**src/hw/quad_nibble_pkg.sv**
```systemverilog
package quad_nibble_pkg;

    // Register indices on the nibble register port.
    localparam logic [3:0] ADDR_OPTIONS     = 4'h0;
    localparam logic [3:0] ADDR_A_STATUS    = 4'h1;
    localparam logic [3:0] ADDR_A_FLAGS     = 4'h2;
    localparam logic [3:0] ADDR_A_MASK      = 4'h3;
    localparam logic [3:0] ADDR_B_DATA      = 4'h4;
    localparam logic [3:0] ADDR_B_DIR       = 4'h5;
    localparam logic [3:0] ADDR_C_DATA      = 4'h6;
    localparam logic [3:0] ADDR_CONTROL     = 4'h7;
    localparam logic [3:0] ADDR_C_MASK      = 4'h8;
    localparam logic [3:0] ADDR_C_FLAGS     = 4'h9;
    localparam logic [3:0] ADDR_IRQ_REQUEST = 4'hA;

    // Option register fields.
    localparam int OPT_WATCHDOG_DISABLE = 0;
    localparam int OPT_FIRST_BYPASS     = 1;
    localparam int OPT_THIRD_BYPASS     = 2;
    localparam int OPT_RISING_SELECT    = 3;

    // Port control register fields.
    localparam int CTL_AND_COMBINE      = 0;
    localparam int CTL_THIRD_DIRECTION  = 1;

    // Central request register fields.
    localparam int REQ_FIRST_SUMMARY    = 0;
    localparam int REQ_THIRD_SUMMARY    = 1;

    // Reset values.
    localparam logic [3:0] NIBBLE_RESET = 4'h0;
    localparam logic [3:0] READ_UNMAPPED = 4'h0;

    // Debounce clock rates and the derived cycle counts of their periods.
    localparam longint CLK_HZ       = 125000000;
    localparam longint FAST_TAP_HZ  = 1024;
    localparam longint SLOW_TAP_HZ  = 128;
    localparam int FAST_TAP_CYCLES  = int'(CLK_HZ / FAST_TAP_HZ);
    localparam int SLOW_TAP_CYCLES  = int'(CLK_HZ / SLOW_TAP_HZ);
    localparam int DIV_WIDTH        = 20;

endpackage

```
**src/hw/quad_nibble_io_ports.sv**
```systemverilog
`timescale 1ns/1ps
// Functional notes
// - Edge select bit: 0 falling edges flag, 1 rising edges flag, both ports.
// - First-port bypass bit 0 debounces first-port interrupt inputs, 1 bypasses them; branch tests stay debounced.
// - Third-port bypass bit 0 debounces, 1 feeds third-port pins straight to interrupts.
// - Option bit 0 resets to 0; 1 disables watchdog, exported outward.
// - Debounced level changes after holding across two consecutive debounce clock rises.
// - First-port status read returns sampled pins regardless of debouncing; read-only.
// - Debounced first-port pins 0, 1, 2 drive branch test inputs 1, 2, 3.
// - Per-pin first-port mask bits gate interrupt edges; masks reset to 0.
// - First-port flag register clears on reset and on every read; not writable.
// - Reading first-port flags also clears the first-port summary flag.
// - Second-port direction 0 input high impedance, 1 drives written data bit.
// - Second-port direction bits clear at reset, all pins start as inputs.
// - Blocked-on-output option hides true output pin levels from reads.
// - High-impedance-in-sleep option tristates active outputs while sleeping.
// - One third-port direction bit: 1 all outputs, 0 all inputs.
// - Third port has own mask and read-clearing flags, only while input.
// - Third-port direction and mask clear at reset: input, interrupts off.
// - Combine bit 0 ORs port requests, 1 requires both pending.
module quad_nibble_io_ports #(
    parameter int FAST_DIV                = quad_nibble_pkg::FAST_TAP_CYCLES,
    parameter int SLOW_DIV                = quad_nibble_pkg::SLOW_TAP_CYCLES,
    parameter bit INPUT_BLOCKED_ON_OUTPUT = 1'b0,
    parameter bit HIZ_IN_SLEEP            = 1'b0
) (
    // Clock and reset.
    input  wire logic       ref_clk,
    input  wire logic       rst,
    // Register port.
    input  wire logic [3:0] addr,
    input  wire logic [3:0] wrData,
    input  wire logic       wrStrobe,
    input  wire logic       rdStrobe,
    output logic      [3:0] rdData,
    // First port pins.
    input  wire logic [3:0] portAIn,
    // Second port pins.
    input  wire logic [3:0] portBIn,
    output logic      [3:0] portBOut,
    output logic      [3:0] portBOe_n,
    // Third port pins.
    input  wire logic [3:0] portCIn,
    output logic      [3:0] portCOut,
    output logic      [3:0] portCOe_n,
    // System side.
    input  wire logic       sleepMode,
    input  wire logic       debounceSlowSelect,
    output logic            watchdogDisable,
    output logic            branchTest1,
    output logic            branchTest2,
    output logic            branchTest3,
    output logic            cpuIrqRequest
);
    import quad_nibble_pkg::*;

    // Refuse dividers that cannot produce a tick or do not fit the counter.
    // A divider of one would tick every cycle and defeat the two-tick filter.
    if (FAST_DIV < 2 || SLOW_DIV < 2 || FAST_DIV >= (1 << DIV_WIDTH) ||
        SLOW_DIV >= (1 << DIV_WIDTH)) begin : g_bad_divider
        $error("quad_nibble_io_ports: divider out of range");
    end

    logic [3:0] portOptions;
    logic [3:0] firstIrqMask;
    logic [3:0] firstIrqFlags;
    logic [3:0] secondPortData;
    logic [3:0] secondPortDirection;
    logic [3:0] thirdPortData;
    logic [3:0] thirdIrqMask;
    logic [3:0] thirdIrqFlags;
    logic [1:0] portControl;
    logic [3:0] aSync1, aSync2, bSync1, bSync2, cSync1, cSync2;
    logic [3:0] aSample, aStable, cSample, cStable;
    logic [3:0] aPrev, cPrev;
    logic [DIV_WIDTH-1:0] divCount;

    // Pin synchronisers; the first stage feeds only the second.
    always_ff @(posedge ref_clk or posedge rst) begin
        if (rst) begin
            aSync1 <= NIBBLE_RESET;
            aSync2 <= NIBBLE_RESET;
            bSync1 <= NIBBLE_RESET;
            bSync2 <= NIBBLE_RESET;
            cSync1 <= NIBBLE_RESET;
            cSync2 <= NIBBLE_RESET;
        end else begin
            aSync1 <= portAIn;
            aSync2 <= aSync1;
            bSync1 <= portBIn;
            bSync2 <= bSync1;
            cSync1 <= portCIn;
            cSync2 <= cSync1;
        end
    end

    // Debounce tick divider; one counter serves both taps to save area.
    wire [DIV_WIDTH-1:0] divLimit = debounceSlowSelect ?
                                    DIV_WIDTH'(SLOW_DIV - 1) : DIV_WIDTH'(FAST_DIV - 1);
    wire                 debTick  = (divCount >= divLimit);

    always_ff @(posedge ref_clk or posedge rst) begin
        if (rst) begin
            divCount <= '0;
        end else if (debTick) begin
            divCount <= '0;
        end else begin
            divCount <= divCount + 1'b1;
        end
    end

    // Debouncers: a level is taken once two consecutive ticks saw it.
    always_ff @(posedge ref_clk or posedge rst) begin
        if (rst) begin
            aSample <= NIBBLE_RESET;
            aStable <= NIBBLE_RESET;
            cSample <= NIBBLE_RESET;
            cStable <= NIBBLE_RESET;
        end else if (debTick) begin
            aSample <= aSync2;
            cSample <= cSync2;
            aStable <= (aSample & aSync2) | (aStable & (aSample ^ aSync2));
            cStable <= (cSample & cSync2) | (cStable & (cSample ^ cSync2));
        end
    end

    // Interrupt source selection and edge detection.
    wire       risingSel   = portOptions[OPT_RISING_SELECT];
    wire       thirdIsOut  = portControl[CTL_THIRD_DIRECTION];
    wire [3:0] aSource     = portOptions[OPT_FIRST_BYPASS] ? aSync2 : aStable;
    wire [3:0] cSource     = portOptions[OPT_THIRD_BYPASS] ? cSync2 : cStable;
    wire [3:0] aEdge       = risingSel ? (aSource & ~aPrev) : (~aSource & aPrev);
    wire [3:0] cEdge       = risingSel ? (cSource & ~cPrev) : (~cSource & cPrev);
    wire [3:0] aSet        = aEdge & firstIrqMask;
    wire [3:0] cSet        = thirdIsOut ? 4'h0 : (cEdge & thirdIrqMask);

    // Masked edges of each polarity, named so the checks can look back at them.
    // They are not used by the logic itself, only by the checks below.
    wire [3:0] aFallMasked = aPrev & ~aSource & firstIrqMask;
    wire [3:0] aRiseMasked = ~aPrev & aSource & firstIrqMask;
    wire [3:0] cFallMasked = cPrev & ~cSource & thirdIrqMask & {4{~thirdIsOut}};
    wire [3:0] cRiseMasked = ~cPrev & cSource & thirdIrqMask & {4{~thirdIsOut}};

    // Edge history follows the selected source, so a bypass change may raise one edge.
    always_ff @(posedge ref_clk or posedge rst) begin
        if (rst) begin
            aPrev <= NIBBLE_RESET;
            cPrev <= NIBBLE_RESET;
        end else begin
            aPrev <= aSource;
            cPrev <= cSource;
        end
    end

    // Address decode.
    wire wrOptions = wrStrobe && (addr == ADDR_OPTIONS);
    wire wrAMask   = wrStrobe && (addr == ADDR_A_MASK);
    wire wrBData   = wrStrobe && (addr == ADDR_B_DATA);
    wire wrBDir    = wrStrobe && (addr == ADDR_B_DIR);
    wire wrCData   = wrStrobe && (addr == ADDR_C_DATA);
    wire wrControl = wrStrobe && (addr == ADDR_CONTROL);
    wire wrCMask   = wrStrobe && (addr == ADDR_C_MASK);
    wire rdAFlags  = rdStrobe && (addr == ADDR_A_FLAGS);
    wire rdCFlags  = rdStrobe && (addr == ADDR_C_FLAGS);

    // Software registers.
    always_ff @(posedge ref_clk or posedge rst) begin
        if (rst) begin
            portOptions         <= NIBBLE_RESET;
            firstIrqMask        <= NIBBLE_RESET;
            secondPortData      <= NIBBLE_RESET;
            secondPortDirection <= NIBBLE_RESET;
            thirdPortData       <= NIBBLE_RESET;
            thirdIrqMask        <= NIBBLE_RESET;
            portControl         <= 2'h0;
        end else begin
            if (wrOptions) portOptions <= wrData;
            if (wrAMask) firstIrqMask <= wrData;
            if (wrBData) secondPortData <= wrData;
            if (wrBDir) secondPortDirection <= wrData;
            if (wrCData) thirdPortData <= wrData;
            if (wrCMask) thirdIrqMask <= wrData;
            if (wrControl) portControl <= wrData[1:0];
        end
    end

    // Flags clear on read, but an edge in the clearing cycle still sets its bit.
    wire [3:0] next_firstIrqFlags = (rdAFlags ? 4'h0 : firstIrqFlags) | aSet;
    wire [3:0] next_thirdIrqFlags = (rdCFlags ? 4'h0 : thirdIrqFlags) | cSet;

    always_ff @(posedge ref_clk or posedge rst) begin
        if (rst) begin
            firstIrqFlags <= NIBBLE_RESET;
            thirdIrqFlags <= NIBBLE_RESET;
        end else begin
            firstIrqFlags <= next_firstIrqFlags;
            thirdIrqFlags <= next_thirdIrqFlags;
        end
    end

    // Port requests; the summary flag falls with the flags it summarises.
    wire firstSummary = |firstIrqFlags;
    wire thirdSummary = |thirdIrqFlags;
    wire andCombine   = portControl[CTL_AND_COMBINE];
    assign cpuIrqRequest = andCombine ? (firstSummary && thirdSummary)
                                      : (firstSummary || thirdSummary);

    // Pin drive; sleep tristating only exists when the build option is present.
    wire       sleepHiz = HIZ_IN_SLEEP && sleepMode;
    wire [3:0] thirdDir = {4{thirdIsOut}};
    assign portBOut  = secondPortData;
    assign portBOe_n = ~(secondPortDirection & {4{~sleepHiz}});
    assign portCOut  = thirdPortData;
    assign portCOe_n = ~(thirdDir & {4{~sleepHiz}});

    // Data reads: with blocking, output bits read as zero, so read-modify-write needs an image.
    wire [3:0] bBlock   = INPUT_BLOCKED_ON_OUTPUT ? secondPortDirection : 4'h0;
    wire [3:0] cBlock   = INPUT_BLOCKED_ON_OUTPUT ? thirdDir : 4'h0;
    wire [3:0] bReadVal = bSync2 & ~bBlock;
    wire [3:0] cReadVal = cSync2 & ~cBlock;

    // Read multiplexer.
    logic [3:0] next_rdData;
    always_comb begin
        case (addr)
            ADDR_OPTIONS:     next_rdData = portOptions;
            ADDR_A_STATUS:    next_rdData = aSync2;
            ADDR_A_FLAGS:     next_rdData = firstIrqFlags;
            ADDR_A_MASK:      next_rdData = firstIrqMask;
            ADDR_B_DATA:      next_rdData = bReadVal;
            ADDR_B_DIR:       next_rdData = secondPortDirection;
            ADDR_C_DATA:      next_rdData = cReadVal;
            ADDR_CONTROL:     next_rdData = {2'h0, portControl};
            ADDR_C_MASK:      next_rdData = thirdIrqMask;
            ADDR_C_FLAGS:     next_rdData = thirdIrqFlags;
            ADDR_IRQ_REQUEST: next_rdData = {2'h0, thirdSummary, firstSummary};
            default:          next_rdData = READ_UNMAPPED;
        endcase
    end

    // Read data stand only in the cycle after the strobe.
    always_ff @(posedge ref_clk or posedge rst) begin
        if (rst) begin
            rdData <= NIBBLE_RESET;
        end else begin
            rdData <= rdStrobe ? next_rdData : NIBBLE_RESET;
        end
    end

    // Exports to the watchdog and the branch unit.
    assign watchdogDisable = portOptions[OPT_WATCHDOG_DISABLE];
    assign branchTest1     = aStable[0];
    assign branchTest2     = aStable[1];
    assign branchTest3     = aStable[2];
endmodule // quad_nibble_io_ports

```
**config.mk**
```make
export PLATFORM = sky130hd
export DESIGN_NAME = quad_nibble_io_ports
export DESIGN_NICKNAME = d
export VERILOG_FILES = /design/src/hw/quad_nibble_pkg.sv /design/src/hw/quad_nibble_io_ports.sv
export SDC_FILE = /design/constraint.sdc
export NUM_CORES = 1
export LEC_CHECK = 0
export ABC_AREA = 1
export BUFFER_PORTS_ARGS = -buffer_cell sky130_fd_sc_hd__buf_2
export CAP_MARGIN = 20
export CORE_MARGIN = 2
export CORE_UTILIZATION = 50
export CTS_CLUSTER_SIZE = 28
export DETAILED_ROUTE_END_ITERATION = 8
export PLACE_DENSITY = 0.78
export SYNTH_ARGS = -nofsm -noshare
export SYNTH_HDL_FRONTEND = slang
export SYNTH_SLANG_ARGS = --single-unit
```
**constraint.sdc**
```tcl
create_clock -name ref_clk -period 3.7 [get_ports ref_clk]
set_clock_uncertainty 0.15 [all_clocks]
set_input_delay 0.185 -clock ref_clk [delete_from_list [all_inputs] [get_ports ref_clk]]
set_output_delay 0.185 -clock ref_clk [all_outputs]
set_load 0.02 [all_outputs]
```
==> flow_summary.ini <==
[route]
firstDrtPassIters = 5
route.antenna.remaining_nets = 0
drt-met1-wl_um = 4950
drt_iter0_drc = 248
num_vias = 4112
highest_layer = met4
vias_per_cell = 5.15
met3WireLength_um = 495
drt-total-wl_um = 10700
wl_per_cell_um = 13.4
drc_errors = 0
dr_wl_met2_um = 5070

[synthesis]
synth_nets = 644
async_flop_share_pct = 100
synth_top_flop_cell = dfrtp_1
avgSynthCellArea_sq_um = 8.50
synthTopCellsByCount = nand2_1 (173), dfrtp_1 (106), nor2_1 (77)
yosysMostFrequentCell = nand2_1
yosys_warnings = 0
synth_top_area_share_pct = 52.4
yosysUniqueCellTypes = 26
netlist.top_cell.by_area = dfrtp_1
netlist_instances = 596
synth_area_sq_um = 5070
ys_ff_latch = 106
ys_seq_area_share_pct = 52.4
synth-edff-count = 0
synth_area_leaders = dfrtp_1 (52%), nand2_1 (13%), nor2_1 (5.7%)

[worst_setup_path]
path_max_fanout = 36
start_kind = flop
worstPathRequired_ns = 3.84
worstSetupPathType = flop to flop
arrival_ns = 2.44
cp-end-kind = flop

[outcome]
status = finished, final reports clean

[clocking]
numCtsBuffers = 9
cts_buffer_depth = 2
path_clk_slew_ns = 0.10
cts-root-buf = clkbuf_8
cts_setup_buffers = 0
cts_tree = built
clk_latency_ns = 0.39
cts_max_level = 3
cts_num_sinks = 106

[sta]
tightest_slew_ns = 0.601
period_share_pct = 62.2
rsz0062_at_grt = false
finalCriticalPeriod_ns = 2.30
hold_viol_final = 0
relSlewSlack_pct = 59.6
drv_slew = 0
fmax_ghz = 0.435
timing.final.ws_setup_ns = 1.40
fin_setup_tns_ns = 0
setup_viol = 0

[global_route]
gr-total-overflow = 0
track_usage_pct = 21.4
grt_max_degree = 48
grt_pass1_wl_um = 18800
antenna_found_initial = 0
grt_pass1_vias = 3986

[job]
cap_viol_max_count = 0

[die]
design.die.area_sq_um = 11000
core_area_sq_um = 9820
num_rows = 36
die_width_um = 105
die_height_um = 105
num_io_pins = 51
start_util_pct = 51.6

[cells_and_area]
max_flop_register = divCount
syn_to_final_growth_pct = 13.1
num_antenna_cells = 0
drive_gt1_share_pct = 11.6
stdcell_count = 798
largest_reg_flops = 20
fill_cells = 923
nets = 708

[place]
hpwl_um = 7630
gp_congestion = 0.930
place_ws_ns = 1.19
portBuffers = 49
dp.cells = 768

[power_and_ir_drop]
p_per_area_nw_per_um2 = 436
ir_worst_vdd_mv = 0.282
p_leak_nw = 3.03

[hold_path]
min_path_type = input port to flop
## metal layers
| metal | track usage (%) | up-vias |
|---|---|---|
| met2 | 34.3 | 90 |
| met4 | 7.05 | 0 |
| li1 | - | 2040 |
| met1 | 28.6 | 1959 |
| met3 | 5.43 | 23 |
| met5 | 0 | - |
## critical path, cell delays in order, from the launching register on
cell and delay (ns):
dfrtp_1 0.44, ha_1 0.29, nand2_1 0.08, inv_1 0.04, a21oi_1 0.15, nand2_1 0.08, nand2_2 0.29, nand3_4 0.41
nand2_1 0.18, nand2_1 0.06
## cells in the final DEF (no fill, tap or decap), types with 11 or more instances in the layout
cell           instances
nand3_1               22
dfrtp_1              106
nand2_1              173
dlygate4sd3_1         14
o21ai_0               47
nor2_1                77
ha_1                  22
a21oi_1               11
buf_2                 49
inv_1                 61
nand4_1               19
## through the flow
step	hold slack, ns	instance area, sq um	power, mW	utilization (%)
3_5_place_dp	0.134	5390	1.78	54.9
3_3_place_gp	0.133	5390	1.76	54.9
6_report	0.0405	5730	2.50	58.4
4_1_cts	0.0272	5730	2.51	58.4
5_1_grt	0.0520	5730	2.64	58.4
2_1_floorplan	0.0664	5070	1.65	-
## final cells by class
cell class	instances	area, sq um	share of cell area, %
clock buffers	9	124	2.16
clock inverters	7	76.3	1.33
inverters	62	235	4.10
multi-input cells	416	2080	36.2
flip-flops and latches	106	2650	46.3
well taps	133	166	2.90
repair buffers	65	400	6.99
## where the power goes
group	internal (mW)	switching, mW	total [mW]
Clock	0.318	0.409	0.727
Sequential	1.29	0.108	1.40
Combinational	0.136	0.237	0.373
Total	1.74	0.754	2.50
## logic make-up (layout without fill, tap and decap cells)
logic type | Yosys count | after routing | share of synthesized area, %
simple gates | 305 | 305 | 25.0
flops | 106 | 106 | 52.4
compound gates | 75 | 75 | 8.15
buf+inv | 74 | 143 | 6.64
fa+ha+maj | 22 | 22 | 5.43
xor+xnor | 14 | 14 | 2.42
## worst paths after layout
kind / from / to / slack (ns) / cells past startpoint
max in group asynchronous: rst / portControl[0]$_DFFE_PP0P_ / 2.29 / 4
min: wrData[2] / firstIrqMask[2]$_DFFE_PP0P_ / 0.04 / 3
max: divCount[11]$_DFF_PP0_ / aStable[0]$_DFFE_PP0P_ / 1.40 / 9
min in group asynchronous: rst / cSync1[1]$_DFF_PP0_ / 0.25 / 3
max reg2reg: divCount[11]$_DFF_PP0_ / aStable[0]$_DFFE_PP0P_ / 1.40 / 9
min reg2reg: bSync1[3]$_DFF_PP0_ / bReadVal[3]$_DFF_PP0_ / 0.21 / 0
## repair_timing
action                    4_1_cts  5_1_grt
gates resized for setup         0        0
hold endpoints to repair       61        0
hold buffers                   14        0
Note: power is estimated with default switching activity, not from simulation.
